**config.mk**
```make
export PLATFORM = sky130hd
export DESIGN_NAME = ard_async_receive_dispatch
export DESIGN_NICKNAME = d
export VERILOG_FILES = /design/src/ard_pkg.sv /design/src/ard_async_receive_dispatch.sv
export SDC_FILE = /design/constraint.sdc
export NUM_CORES = 1
export LEC_CHECK = 0
export ABC_AREA = 1
export CORE_ASPECT_RATIO = 1.4
export CORE_MARGIN = 2
export CORE_UTILIZATION = 60
export CTS_BUF_LIST = sky130_fd_sc_hd__clkbuf_8 sky130_fd_sc_hd__clkbuf_16
export DETAILED_ROUTE_END_ITERATION = 10
export DONT_BUFFER_PORTS = 1
export PLACE_DENSITY_LB_ADDON = 0.05
export SLEW_MARGIN = 20
export SYNTH_ARGS = -nofsm -noshare
export SYNTH_HDL_FRONTEND = slang
export SYNTH_SLANG_ARGS = --single-unit
export TNS_END_PERCENT = 50
```
**constraint.sdc**
```tcl
create_clock -name ref_clk -period 4.46 [get_ports ref_clk]
set_input_delay 0.223 -clock ref_clk [delete_from_list [all_inputs] [get_ports ref_clk]]
set_output_delay 0.223 -clock ref_clk [all_outputs]
set_load 0.01 [all_outputs]
```
**src/ard_pkg.sv**
```systemverilog
// Package for the asynchronous receive dispatch block.
// Holds offset bounds, ack codes, transaction codes and posting limits.
package ard_pkg;

    // Offset range bounds, 48-bit offsets.
    localparam logic [47:0] PHYS_TOP = 48'h0000_FFFF_FFFF;
    localparam logic [47:0] SIDE_FREE_TOP = 48'h0000_FFFF_FFFE;
    localparam logic [47:0] POST_TOP = 48'hFFFE_FFFF_FFFF;
    localparam logic [47:0] CSR_BASE = 48'hFFFF_0000_0000;

    // Acknowledge codes; ACK_BUSY_X is internal and goes out on the bus as ACK_BUSY_A or ACK_BUSY_B.
    localparam logic [3:0] ACK_COMPLETE = 4'h1;
    localparam logic [3:0] ACK_PENDING = 4'h2;
    localparam logic [3:0] ACK_BUSY_A = 4'h5;
    localparam logic [3:0] ACK_BUSY_B = 4'h6;
    localparam logic [3:0] ACK_BUSY_X = 4'h4;
    localparam logic [3:0] ACK_NONE = 4'h0;

    // Transaction codes.
    localparam logic [3:0] TC_WR_QUAD = 4'h0;
    localparam logic [3:0] TC_WR_BLK = 4'h1;
    localparam logic [3:0] TC_RD_QUAD = 4'h4;
    localparam logic [3:0] TC_RD_BLK = 4'h5;
    localparam logic [3:0] TC_LOCK = 4'h9;
    localparam logic [3:0] TC_PHY = 4'hE;
    localparam logic [3:0] TC_RESP_WR = 4'h2;
    localparam logic [3:0] TC_RESP_RDQ = 4'h6;
    localparam logic [3:0] TC_RESP_RDB = 4'h7;
    localparam logic [3:0] TC_RESP_LK = 4'hB;

    // Retry codes in the packet header.
    localparam logic [1:0] RETRY_1 = 2'h1;
    localparam logic [1:0] RETRY_A = 2'h2;
    localparam logic [1:0] RETRY_B = 2'h3;

    // Posted write tracking.
    localparam int POST_SLOTS = 4;
    localparam int POST_IDX_W = 2;

    // Dispatch destinations.
    typedef enum logic [4:0] {
        ARD_DST_NONE = 5'b00001,
        ARD_DST_PHYS = 5'b00010,
        ARD_DST_SELFID = 5'b00100,
        ARD_DST_RESP = 5'b01000,
        ARD_DST_REQ = 5'b10000
    } ard_dst_e;

endpackage

```
**src/ard_async_receive_dispatch.sv**
```systemverilog
// Receive-side dispatch: sorts each received packet header, chooses its ack.
// Assumes one header per rx_valid pulse from a link core on ref_clk, and
// that the posted-write engine reports completions and failures by slot.
`timescale 1ns/1ps
module ard_async_receive_dispatch #(
    parameter int SLOTS = ard_pkg::POST_SLOTS
) (
    // Clock and reset.
    input wire logic ref_clk,
    input wire logic rst,
    // Received header.
    input wire logic rx_valid,
    input wire logic [3:0] rx_tcode,
    input wire logic [15:0] rx_src_id,
    input wire logic [47:0] rx_offset,
    input wire logic [15:0] rx_ext_tcode,
    input wire logic [1:0] rx_retry,
    // Configuration and status.
    input wire logic selfid_phase,
    input wire logic selfid_enable,
    input wire logic posting_enable,
    input wire logic req_fifo_full,
    input wire logic resp_space,
    input wire logic async_receive_dma_fail,
    input wire logic ctx_run,
    // Posted write engine completions.
    input wire logic post_done,
    input wire logic post_fail,
    input wire logic [1:0] post_slot,
    // Dispatch outputs.
    output logic [4:0] dst,
    output logic dst_valid,
    output logic [3:0] ack_code,
    output logic [31:0] mem_addr,
    output logic post_new,
    output logic [1:0] post_new_slot,
    output logic [1:0] rx_phase_next,
    output logic req_hold,
    // Error reporting and posted write count.
    output logic post_err_event,
    output logic [15:0] err_src_id,
    output logic [47:0] err_offset,
    output logic [2:0] pending_count
);

    logic [SLOTS-1:0] busy_reg;
    logic [15:0] src_reg [SLOTS];
    logic [47:0] off_reg [SLOTS];
    logic dead_reg;
    logic async_posted_reg;
    logic [1:0] phase_reg;

    logic is_req, is_write, is_read, is_lock, ext_nz, is_phys, is_high;
    logic in_post_rng, free_slot, can_post, busy_it;
    logic [1:0] free_idx;
    ard_pkg::ard_dst_e dst_c;
    logic [3:0] ack_c;
    logic post_c;

    // Header classification.
    assign is_write = rx_tcode == ard_pkg::TC_WR_QUAD ||
                      rx_tcode == ard_pkg::TC_WR_BLK;
    assign is_read = rx_tcode == ard_pkg::TC_RD_QUAD ||
                     rx_tcode == ard_pkg::TC_RD_BLK;
    assign is_lock = rx_tcode == ard_pkg::TC_LOCK;
    assign is_req = is_write || is_read || is_lock;
    assign ext_nz = rx_tcode == ard_pkg::TC_WR_BLK && rx_ext_tcode != 16'h0000;
    assign is_phys = rx_offset <= ard_pkg::PHYS_TOP;
    assign is_high = rx_offset >= ard_pkg::CSR_BASE;
    assign in_post_rng = rx_offset >= ard_pkg::PHYS_TOP &&
                         rx_offset <= ard_pkg::POST_TOP;

    // Lowest free tracking slot.
    always_comb begin
        free_slot = 1'b0;
        free_idx = 2'd0;
        for (int i = SLOTS - 1; i >= 0; i--) begin
            if (!busy_reg[i]) begin
                free_slot = 1'b1;
                free_idx = 2'(i);
            end
        end
    end

    // A physical write may be posted only with posting on and a slot free.
    assign can_post = posting_enable && free_slot;
    // A full FIFO or a failed DMA path busies requests for the queue.
    assign busy_it = req_fifo_full || dead_reg;

    // Dispatch and ack selection.
    always_comb begin
        dst_c = ard_pkg::ARD_DST_NONE;
        ack_c = ard_pkg::ACK_NONE;
        post_c = 1'b0;
        if (rx_tcode == ard_pkg::TC_PHY) begin
            if (selfid_phase) begin
                dst_c = selfid_enable ? ard_pkg::ARD_DST_SELFID
                                      : ard_pkg::ARD_DST_NONE;
            end else if (busy_it) begin
                ack_c = ard_pkg::ACK_BUSY_X;
            end else begin
                dst_c = ard_pkg::ARD_DST_REQ;
                ack_c = ard_pkg::ACK_COMPLETE;
            end
        end else if (rx_tcode == ard_pkg::TC_RESP_WR ||
                     rx_tcode == ard_pkg::TC_RESP_RDQ ||
                     rx_tcode == ard_pkg::TC_RESP_RDB ||
                     rx_tcode == ard_pkg::TC_RESP_LK) begin
            // Without room the response is dropped; the requester times out.
            if (resp_space) begin
                dst_c = ard_pkg::ARD_DST_RESP;
                ack_c = ard_pkg::ACK_COMPLETE;
            end
        end else if (is_req && is_phys && !is_lock && !ext_nz) begin
            // Physical unit runs beside the request path.
            dst_c = ard_pkg::ARD_DST_PHYS;
            if (is_write && can_post) begin
                ack_c = ard_pkg::ACK_COMPLETE;
                post_c = 1'b1;
            end else begin
                ack_c = ard_pkg::ACK_PENDING;
            end
        end else if (is_req) begin
            if (busy_it) begin
                ack_c = ard_pkg::ACK_BUSY_X;
            end else if (is_high || ext_nz) begin
                ack_c = ard_pkg::ACK_PENDING;
                dst_c = ard_pkg::ARD_DST_REQ;
            end else if (is_write && in_post_rng) begin
                ack_c = ard_pkg::ACK_COMPLETE;
                dst_c = ard_pkg::ARD_DST_REQ;
            end else begin
                ack_c = ard_pkg::ACK_PENDING;
                dst_c = ard_pkg::ARD_DST_REQ;
            end
        end
        // Busy acks take the dual-phase code in hardware.
        if (ack_c == ard_pkg::ACK_BUSY_X) begin
            ack_c = phase_reg[0] ? ard_pkg::ACK_BUSY_B : ard_pkg::ACK_BUSY_A;
        end
    end

    // Dual-phase retry phase: toggles on each busied packet whose retry code is not RETRY_1.
    always_ff @(posedge ref_clk) begin
        if (rst) begin
            phase_reg <= 2'd0;
        end else if (rx_valid && (ack_c == ard_pkg::ACK_BUSY_A ||
                     ack_c == ard_pkg::ACK_BUSY_B) &&
                     rx_retry != ard_pkg::RETRY_1) begin
            phase_reg <= {1'b0, ~phase_reg[0]};
        end
    end

    // Fail latch: stays set until software stops the context.
    always_ff @(posedge ref_clk) begin
        if (rst) begin
            dead_reg <= 1'b0;
        end else if (async_receive_dma_fail) begin
            dead_reg <= 1'b1;
        end else if (!ctx_run) begin
            dead_reg <= 1'b0;
        end
    end

    // Posted write slots; a new post wins over a completion on one slot.
    always_ff @(posedge ref_clk) begin
        if (rst) begin
            busy_reg <= '0;
        end else begin
            for (int i = 0; i < SLOTS; i++) begin
                if (rx_valid && post_c && free_idx == 2'(i)) begin
                    busy_reg[i] <= 1'b1;
                end else if ((post_done || post_fail) &&
                             post_slot == 2'(i)) begin
                    busy_reg[i] <= 1'b0;
                end
            end
        end
    end

    // Per-slot capture of requester and offset.
    always_ff @(posedge ref_clk) begin
        for (int i = 0; i < SLOTS; i++) begin
            if (rst) begin
                src_reg[i] <= 16'h0000;
                off_reg[i] <= 48'h0000_0000_0000;
            end else if (rx_valid && post_c && free_idx == 2'(i)) begin
                src_reg[i] <= rx_src_id;
                off_reg[i] <= rx_offset;
            end
        end
    end

    // Failure report.
    always_ff @(posedge ref_clk) begin
        if (rst) begin
            post_err_event <= 1'b0;
            err_src_id <= 16'h0000;
            err_offset <= 48'h0000_0000_0000;
        end else begin
            post_err_event <= post_fail && busy_reg[post_slot];
            if (post_fail && busy_reg[post_slot]) begin
                err_src_id <= src_reg[post_slot];
                err_offset <= off_reg[post_slot];
            end
        end
    end

    // Async writes in the posting range count as posted until drained.
    always_ff @(posedge ref_clk) begin
        if (rst) begin
            async_posted_reg <= 1'b0;
        end else if (rx_valid && dst_c == ard_pkg::ARD_DST_REQ && is_write &&
                     ack_c == ard_pkg::ACK_COMPLETE) begin
            async_posted_reg <= 1'b1;
        end else if (!req_fifo_full && busy_reg == '0) begin
            async_posted_reg <= 1'b0;
        end
    end

    // Queue hold: request queue waits for every posted write.
    // A dead context still drains, but its entries are dropped.
    assign req_hold = !dead_reg && (busy_reg != '0 || async_posted_reg);

    // Registered dispatch outputs.
    always_ff @(posedge ref_clk) begin
        if (rst) begin
            dst <= ard_pkg::ARD_DST_NONE;
            dst_valid <= 1'b0;
            ack_code <= ard_pkg::ACK_NONE;
            mem_addr <= 32'h0000_0000;
            post_new <= 1'b0;
            post_new_slot <= 2'd0;
        end else begin
            dst <= dst_c;
            dst_valid <= rx_valid && dst_c != ard_pkg::ARD_DST_NONE;
            ack_code <= rx_valid ? ack_c : ard_pkg::ACK_NONE;
            // Direct offset use keeps low-range access in its region.
            mem_addr <= rx_offset[31:0];
            // Physical posts issue in arrival order.
            post_new <= rx_valid && post_c;
            post_new_slot <= free_idx;
        end
    end

    assign rx_phase_next = phase_reg;

    // Count of outstanding posted writes.
    always_comb begin
        pending_count = 3'd0;
        for (int i = 0; i < SLOTS; i++) begin
            pending_count = pending_count + 3'(busy_reg[i]);
        end
    end

    a_post_cap: assert property (@(posedge ref_clk) disable iff (rst)
        (busy_reg == '1 && rx_valid) |=> !post_new)
        else $error("post beyond slot limit");
    a_busy_full: assert property (@(posedge ref_clk) disable iff (rst)
        (rx_valid && req_fifo_full && is_req && !is_phys) |=>
        (ack_code == ard_pkg::ACK_BUSY_A || ack_code == ard_pkg::ACK_BUSY_B))
        else $error("full fifo not busied");
    a_high_pend: assert property (@(posedge ref_clk) disable iff (rst)
        (rx_valid && is_req && is_high && !busy_it) |=>
        ack_code == ard_pkg::ACK_PENDING)
        else $error("high offset not pending");
    a_no_post_off: assert property (@(posedge ref_clk) disable iff (rst)
        !posting_enable |=> !post_new)
        else $error("posted while disabled");
    a_selfid_gate: assert property (@(posedge ref_clk) disable iff (rst)
        (rx_valid && !selfid_phase) |=> dst != ard_pkg::ARD_DST_SELFID)
        else $error("selfid outside phase");
    a_dead_busy: assert property (@(posedge ref_clk) disable iff (rst)
        $rose(dead_reg) |-> !req_hold)
        else $error("dead context holds queue");
    a_err_event: assert property (@(posedge ref_clk) disable iff (rst)
        (post_fail && busy_reg[post_slot]) |=> post_err_event)
        else $error("posted failure not reported");
    a_resp_drop: assert property (@(posedge ref_clk) disable iff (rst)
        (rx_valid && rx_tcode == ard_pkg::TC_RESP_WR && !resp_space) |=>
        !dst_valid)
        else $error("response kept without space");

endmodule

```
Yosys cells after proc, flatten, opt, wreduce, memory -nomap -nowiden
Memories as Yosys holds them, arrays and structs flattened. A register that Yosys moved wholly into a read port is not among the register bits.
Index checks and enable logic that the tools add are counted.
{"block": "word_totals", "mem_bits_rw": 256, "n_memories": 2, "in_bits": 100, "output_inout_bits": 116, "reg_bits": 53, "wordCells": 180}
{"memory": "off_reg", "words": 4, "word_bits": 48, "rd": 1, "rd_ports_with_merged_regs": 1, "write_ports": 4, "line_no": "ard_async_receive_dispatch.sv:48", "rtl": "logic [47:0] off_reg [SLOTS];"}
{"memory": "src_reg", "words": 4, "word_bits": 16, "rd": 1, "rd_ports_with_merged_regs": 1, "write_ports": 4, "line_no": "ard_async_receive_dispatch.sv:47", "rtl": "logic [15:0] src_reg [SLOTS];"}
{"block": "op_classes", "eq_ne": 23, "order_cmp": 5, "add_sub_neg": 3, "bitwise_logic": 10, "n_reduce_logical": 54, "muxes": 69}
{"operator": "2-to-1 mux 48 bit", "n": 4}
{"operator": "2-to-1 mux 16 bit", "n": 4}
{"operator": "greater-or-equal comparator 48 x 32 -> 1 bit, second input constant", "n": 1}
{"operator": "greater-or-equal comparator 48 bit, second input constant", "n": 1}
{"operator": "less-or-equal comparator 48 x 32 -> 1 bit, second input constant", "n": 1}
{"operator": "less-or-equal comparator 48 bit, second input constant", "n": 1}
{"operator": "2-to-1 mux 1 bit", "n": 36}
{"operator": "2-to-1 mux 5 bit", "n": 6}
{"operator": "equality test 4 x 3 -> 1 bit, second input constant", "n": 7}
{"operator": "logical AND 1 bit", "n": 26}
{"operator": "2-to-1 mux 4 bit", "n": 5}
{"operator": "2-to-1 mux 2 bit", "n": 8}
{"operator": "nonzero test 16 bit", "n": 1}
{"operator": "2-to-1 mux 3 bit", "n": 5}
{"operator": "equality test 4 bit, second input constant", "n": 3}
{"operator": "logical OR 1 bit", "n": 12}
{"operator": "nonzero test 2 bit", "n": 5}
{"operator": "equality test 2 bit, second input constant", "n": 4}
{"operator": "equality test 4 x 1 -> 1 bit, second input constant", "n": 2}
{"operator": "logical NOT 4 bit", "n": 2}
{"operator": "OR 1 bit", "n": 8}
{"operator": "equality test 5 bit, second input constant", "n": 1}
{"operator": "inequality test 5 x 1 -> 1 bit, second input constant", "n": 1}
{"operator": "equality test 2 x 1 -> 1 bit, second input constant", "n": 2}
{"operator": "other kinds (13)", "n": 18}

Longest topological paths before layout
Gate-level depths: netlist of run 1.
{"block": "depth", "ltp_word": 16, "mapped_depth": 14, "mapped_depth_nobuf": 14}

Worst setup path after synthesis of run 1
No wires, ideal clock.
{"block": "synth_path", "kind": "input to register", "startpoint": "in rx_offset[36]", "endpoint": "mem off_reg[2][0], enable pin", "required_ps": 4036, "setup_slack_ps": 1141, "arrival_ps": 2895, "n_path_buf": 1, "setup_time_ps": 424, "stages": 10, "path_cell_list": "nor2_1 > nand2_1 > nor2_1 > nand2_1 > nor2_4 > nand3_1 > nor3_4 > nand3_1 > buf_6 > nand2_1"}
{"item": "start: declaration", "line_no": "ard_async_receive_dispatch.sv:15", "rtl": "input wire logic [47:0] rx_offset,"}
{"item": "end: declaration", "line_no": "ard_async_receive_dispatch.sv:48"}

==> results.json, run 1 <==
{
  "run_status": "finished, final reports clean",
  "area_delta_synth_final_pct": 15.13,
  "nets": 1395,
  "post-route-period-util": 0.6330,
  "place.gp.congestion": 0.8497,
  "arrival_ns": 2.95,
  "holdPathStages": 2,
  "grt.overflow.total": 0,
  "cts_tree": "done",
  "fp.dieArea_um2": 24790,
  "final_cell_mix": "edfxtp_1, nor2_1, dfxtp_1, nand2_1, inv_1",
  "synth-simple-area-share": 0.1082,
  "wl_per_cell_um": 19.80,
  "dieWidth_um": 133.6,
  "synth-adder-area-share": 0.004964,
  "mostFrequentLayoutCell": "edfxtp_1",
  "final_layout_size_suffix_gt1_frac": 0.05775,
  "drc": 0,
  "yosysWarnings": 0,
  "cts_buffers": 36,
  "antenna_cells": 0,
  "final_cell_area_um2": 16250,
  "dpl_cell_area_um2": 14540,
  "initial_utilization": 0.6083,
  "vdd_drop_max_mv": 0.3039,
  "routed_wirelength_mm": 32.12,
  "hold_end": "busy_reg[2]$_SDFFE_PP0P_",
  "vias": 9284,
  "synthTopCellsByArea": "edfxtp_1, dfxtp_1, nor2_1",
  "setup.worst_path.end_class": "flop",
  "port_buffers": 0,
  "synth_area_um2": 14120,
  "synth_top_area_cell": "edfxtp_1",
  "synth_top_family_by_area": "compound AO/OA/AOI/OAI gates",
  "slew_violations": 0,
  "die_y_um": 185.5,
  "fin_crit_ns": 2.823,
  "clk_latency_ns": 0.50,
  "yosys-mux-area-fraction": 0,
  "postRouteAntennaNets": 0,
  "clk_pin_slew_ns": 0.06,
  "syn_inst": 1190,
  "grt_usage": 0.2614,
  "max_slew_margin": 0.3242,
  "htreeDepth": 2,
  "powerDensity_nw_per_um2": 435.1,
  "pwr-share-clk": 0.404,
  "hpwlAfterDp_mm": 17.62,
  "cts_buffer_depth": 3,
  "p_seq_frac": 0.548,
  "p_sw_frac": 0.2111,
  "clock_sinks": 372,
  "synth_edf_count": 256,
  "core_um2": 23200,
  "grt_max_degree": 129,
  "p_int_mw": 5.578,
  "firstDrtPassIters": 6,
  "cts-root-buf": "clkbuf_16",
  "rows": 66,
  "synth-xor-area-share": 0,
  "synth_compound_area_frac": 0.1336,
  "grt_pass1_vias": 9504,
  "rsz0062_at_grt": "false",
  "start_kind": "flop",
  "tightest_slew_ns": 1.014,
  "ys_seq_area_frac": 0.7091,
  "pwr-share-comb": 0.048,
  "hold_path.class": "input pin to flop",
  "avgSynthCellArea_um2": 11.86,
  "p_leak_nw": 6.340,
  "critPathKind": "flop to flop",
  "maxCapViolations": 0,
  "skew_ns": 0.01149,
  "fillers": 1641,
  "tns_ns": 0,
  "crit_fanout": 64,
  "post_cts_buffers": 0,
  "rrSetupSlack_ns": 1.64,
  "ys_ff_latch": 372,
  "io_pins": 216,
  "hold_start": "post_slot[0]",
  "reg2reg_depth": 8,
  "required_ns": 4.58,
  "grt_pass1_wl_mm": 50.07,
  "timing.rr.end": "off_reg[2][46]$_SDFFCE_PN0P_",
  "hold_violations": 0,
  "antenna_found_initial": 0,
  "hold_slack_ns": 0.01347,
  "max_freq_mhz": 354.2,
  "setup_viol": 0,
  "ys_types": 33,
  "initialDrtViolationCount": 595,
  "async_flop_share": 0,
  "yosys.area.top_type_share": 0.5446,
  "power_mw": 7.071,
  "vias_per_cell": 5.724,
  "reg2reg_from": "busy_reg[2]$_SDFFE_PP0P_",
  "largest_reg_flops": 192,
  "synthFlopType": "edfxtp_1",
  "power_switching_mw": 1.492
}
## Yosys cell counts, types with 2 or more instances
master,number
a21oi_1,73
nor3_1,3
nand2_1,111
ha_1,4
dfxtp_1,116
nor2_1,253
nand3_1,9
buf_6,6
buf_4,2
buf_2,6
inv_1,77
clkbuf_1,54
buf_1,3
edfxtp_1,256
a22o_1,64
a221oi_1,64
nand4_2,2
o21ai_0,72
## cell families (layout without fill, tap and decap cells)
logic type / Yosys count / count (layout)
other cells: 1 / 66
fa+ha+maj: 5 / 5
buf+inv: 149 / 210
flops: 372 / 372
simple gates: 385 / 385
compound gates: 278 / 278
## cell type report
type                            instances  area, um2  share of cell area
Tap cell                              306      382.9             0.02356
Sequential cell                       372      10010              0.6159
Timing Repair Buffer                   68      658.1             0.04050
Inverter                               78      299.0             0.01840
Clock buffer                           42      994.7             0.06121
Multi-Input combinational cell        734       3786              0.2330
Clock inverter                         22      121.4            0.007468
## critical path, stage by stage (launching register included)
cell,delay [ns]
dfxtp_1,0.34
nand2_1,0.12
o21ai_0,0.08
nor2_1,0.14
nand3_1,0.22
nor3_4,0.34
nand3_2,0.09
buf_4,0.29
nand2_4,0.78
## power by group through the flow
stage | registers (mW) | logic (mW) | clock network, mW
4_1_cts | 3.87 | 0.340 | 2.90
3_5_place_dp | 3.95 | 0.296 | 0
6_report | 3.87 | 0.340 | 2.86
2_1_floorplan | 3.94 | 0.209 | 0
5_1_grt | 3.88 | 0.374 | 3.03
3_3_place_gp | 3.94 | 0.295 | 0
## stage by stage
| stage | std cells | setup slack, ns | utilization |
|---|---|---|---|
| 3_3_place_gp | 1499 | 1.634 | 0.6267 |
| 3_5_place_dp | 1499 | 1.587 | 0.6267 |
| 4_1_cts | 1622 | 1.635 | 0.7003 |
| 6_report | 1622 | 1.637 | 0.7004 |
| 2_1_floorplan | 1255 | 1.141 | - |
| 5_1_grt | 1622 | 1.351 | 0.7004 |
## how the worst max path moves through the flow
stage                                  start                           end  slack [ns]
floorplan                      rx_offset[36]   off_reg[2][0]$_SDFFCE_PN0P_        1.14
global placement            rx_ext_tcode[15]  off_reg[2][42]$_SDFFCE_PN0P_        1.63
detailed placement          rx_ext_tcode[13]  off_reg[2][42]$_SDFFCE_PN0P_        1.59
CTS                 busy_reg[2]$_SDFFE_PP0P_   src_reg[2][9]$_SDFFCE_PN0P_        1.63
global route        busy_reg[2]$_SDFFE_PP0P_  off_reg[2][46]$_SDFFCE_PN0P_        1.35
finish              busy_reg[2]$_SDFFE_PP0P_  off_reg[2][46]$_SDFFCE_PN0P_        1.64
## timing repair
item	4_1_cts	5_1_grt
hold buffers	59	0
hold endpoints to repair	107	0
gates resized for setup	0	0
## layer usage
metal,vias to the layer above,track usage,wire [um],share of wire
li1,4364,-,-,-
met1,4508,0.3147,12760,0.40
met2,357,0.4689,16510,0.51
met3,55,0.04847,1947,0.061
met4,0,0.09915,904,0.028
met5,-,0,0,0
Power figures use the tool's default switching activity.
==> inputs of run 2 (changes only) <==
==> constraint.sdc (replaced) <==
create_clock -name ref_clk -period 3 [get_ports ref_clk]
set_input_delay 0.15 -clock ref_clk [delete_from_list [all_inputs] [get_ports ref_clk]]
set_output_delay 0.15 -clock ref_clk [all_outputs]
set_load 0.01 [all_outputs]
==> run 2 against run 1 <==
Against the previous run: fmax increased by 18%; largest cell class unchanged; critical path depth is the same; cell count grew 0.99%; clock-buffer cell count unchanged; critical endpoint is now off_reg[2][28]$_SDFFCE_PN0P_; power is 49% higher.
==> results.json, run 2 (synthesis gave the netlist of run 1 again) <==
{
  "cp_top_family": "simple AND/OR/NAND/NOR gates",
  "critPathKind": "flop to flop",
  "clk_latency_ns": 0.51,
  "place.gp.congestion": 0.8984,
  "grt_max_degree": 65,
  "initialDrtViolationCount": 630,
  "core_um2": 23200,
  "max_slew_margin": 0.3277,
  "clock_sinks": 372,
  "grt.overflow.total": 0,
  "cts-root-buf": "clkbuf_16",
  "routed_wirelength_mm": 31.96,
  "clk_pin_slew_ns": 0.07,
  "fp.dieArea_um2": 24790,
  "wl_per_cell_um": 19.51,
  "htreeDepth": 2,
  "port_buffers": 0,
  "start_kind": "flop",
  "post-route-period-util": 0.7982,
  "initial_utilization": 0.6083,
  "antenna_found_initial": 0,
  "powerDensity_nw_per_um2": 638.7,
  "dp_cells": 1509,
  "skew_ns": 0.01463,
  "cp_slowest_cell": "nand2_4",
  "io_pins": 216,
  "firstDrtPassIters": 5,
  "slew_violations": 0,
  "hold_path.class": "input pin to flop",
  "fin_util": 0.7088,
  "grt_usage": 0.2598,
  "grt_pass1_wl_mm": 49.77,
  "max_freq_mhz": 417.6,
  "crit_fanout": 32,
  "run_status": "finished, final reports clean",
  "vias": 9298,
  "tns_ns": 0,
  "cts_resized": 0,
  "vias_per_cell": 5.676,
  "setup_viol": 0,
  "final_cells": 1638,
  "postRouteAntennaNets": 0,
  "die_y_um": 185.5,
  "hpwlAfterDp_mm": 18.62,
  "final_cell_mix": "edfxtp_1, nor2_1, dfxtp_1, nand2_1, inv_1",
  "arrival_ns": 2.59,
  "hold_violations": 0,
  "largest_reg_flops": 192,
  "cts_buffers": 35,
  "grt_pass1_vias": 9425,
  "slowest_delay_ns": 0.36,
  "path_buf_inv": 1,
  "cts_tree": "done",
  "path_cells": "nand2_1 > o21ai_0 > nor2_1 > nand3_1 > nor3_4 > nand3_2 > nand2_4 > buf_12",
  "tightest_slew_ns": 1.007,
  "area_delta_synth_final_pct": 16.51,
  "p_leak_nw": 6.439,
  "maxCapViolations": 0,
  "cts_buffer_depth": 3,
  "nets": 1411,
  "rsz0062_at_grt": "false",
  "fin_crit_ns": 2.395,
  "vdd_drop_max_mv": 0.5408,
  "final_layout_size_suffix_gt1_frac": 0.06381,
  "setup.worst_path.end_class": "flop",
  "drc": 0,
  "rows": 66,
  "required_ns": 3.20,
  "dieWidth_um": 133.6,
  "antenna_cells": 0,
  "fillers": 1630,
  "mostFrequentLayoutCell": "edfxtp_1"
}
## run 2: changes by cell type in the layout (fill, tap and decap cells not counted), sizes merged
cell | previous run | this run
clkinvlp | 2 | 0
buf | 9 | 19
dlygate4sd3 | 59 | 66
clkinv | 7 | 9
inv | 90 | 89
## run 2: worst min-delay path, cell delays in order
cell	delay, ns
nor2_1	0.03
inv_1	0.08
nor2_4	0.05
nand2_1	0.11
nor2_1	0.05
## run 2: report_power, final
group / switching, mW / internal (mW)
sequential: 0.0764 / 5.68
clock: 1.79 / 2.43
combinational: 0.339 / 0.188
total: 2.20 / 8.30
## run 2: cell type report
type	count	area, um2	area share
tap	306	382.9	0.02328
clock inverter	21	111.4	0.006771
timing repair buffer	85	865.8	0.05264
clock buffer	42	994.7	0.06048
inverter	78	296.5	0.01803
multi-input combinational	734	3786	0.2302
sequential	372	10010	0.6086
## run 2: metrics by stage
stage / worst slack, ns / cell area [um2] / total power [mW] / hold slack, ns
floorplan: -0.2144 / 14370 / 6.162 / 0.2320
global placement: 0.6582 / 14680 / 6.310 / 0.2216
detailed placement: 0.6264 / 14680 / 6.319 / 0.2238
CTS: 0.6131 / 16450 / 10.57 / 0.0004406
global route: 0.3780 / 16450 / 10.84 / 0.04353
finish: 0.6053 / 16450 / 10.50 / 0.01673
## run 2: layer usage
metal,GRT usage,up-vias,part of all wire
met4,0.09319,0,0.028
met3,0.04739,70,0.061
met2,0.4738,348,0.52
met1,0.3085,4475,0.39
li1,-,4405,-
met5,0,-,0
## run 2: path summary, 6_finish.rpt
| kind | start | to | slack (ns) | depth (start not counted) |
|---|---|---|---|---|
| min reg2reg | off_reg[3][37]$_SDFFCE_PN0P_ | err_offset[37]$_SDFFE_PP0P_ | 0.52 | 2 |
| min | rx_tcode[1] | dst[1]$_SDFF_PP0_ | 0.02 | 5 |
| max | busy_reg[2]$_SDFFE_PP0P_ | off_reg[2][28]$_SDFFCE_PN0P_ | 0.61 | 8 |
| max reg2reg | busy_reg[2]$_SDFFE_PP0P_ | off_reg[2][28]$_SDFFCE_PN0P_ | 0.61 | 8 |
## run 2: repair_timing
item,CTS,global route
hold endpoints to repair,192,0
setup buffers,0,0
hold buffers,66,0
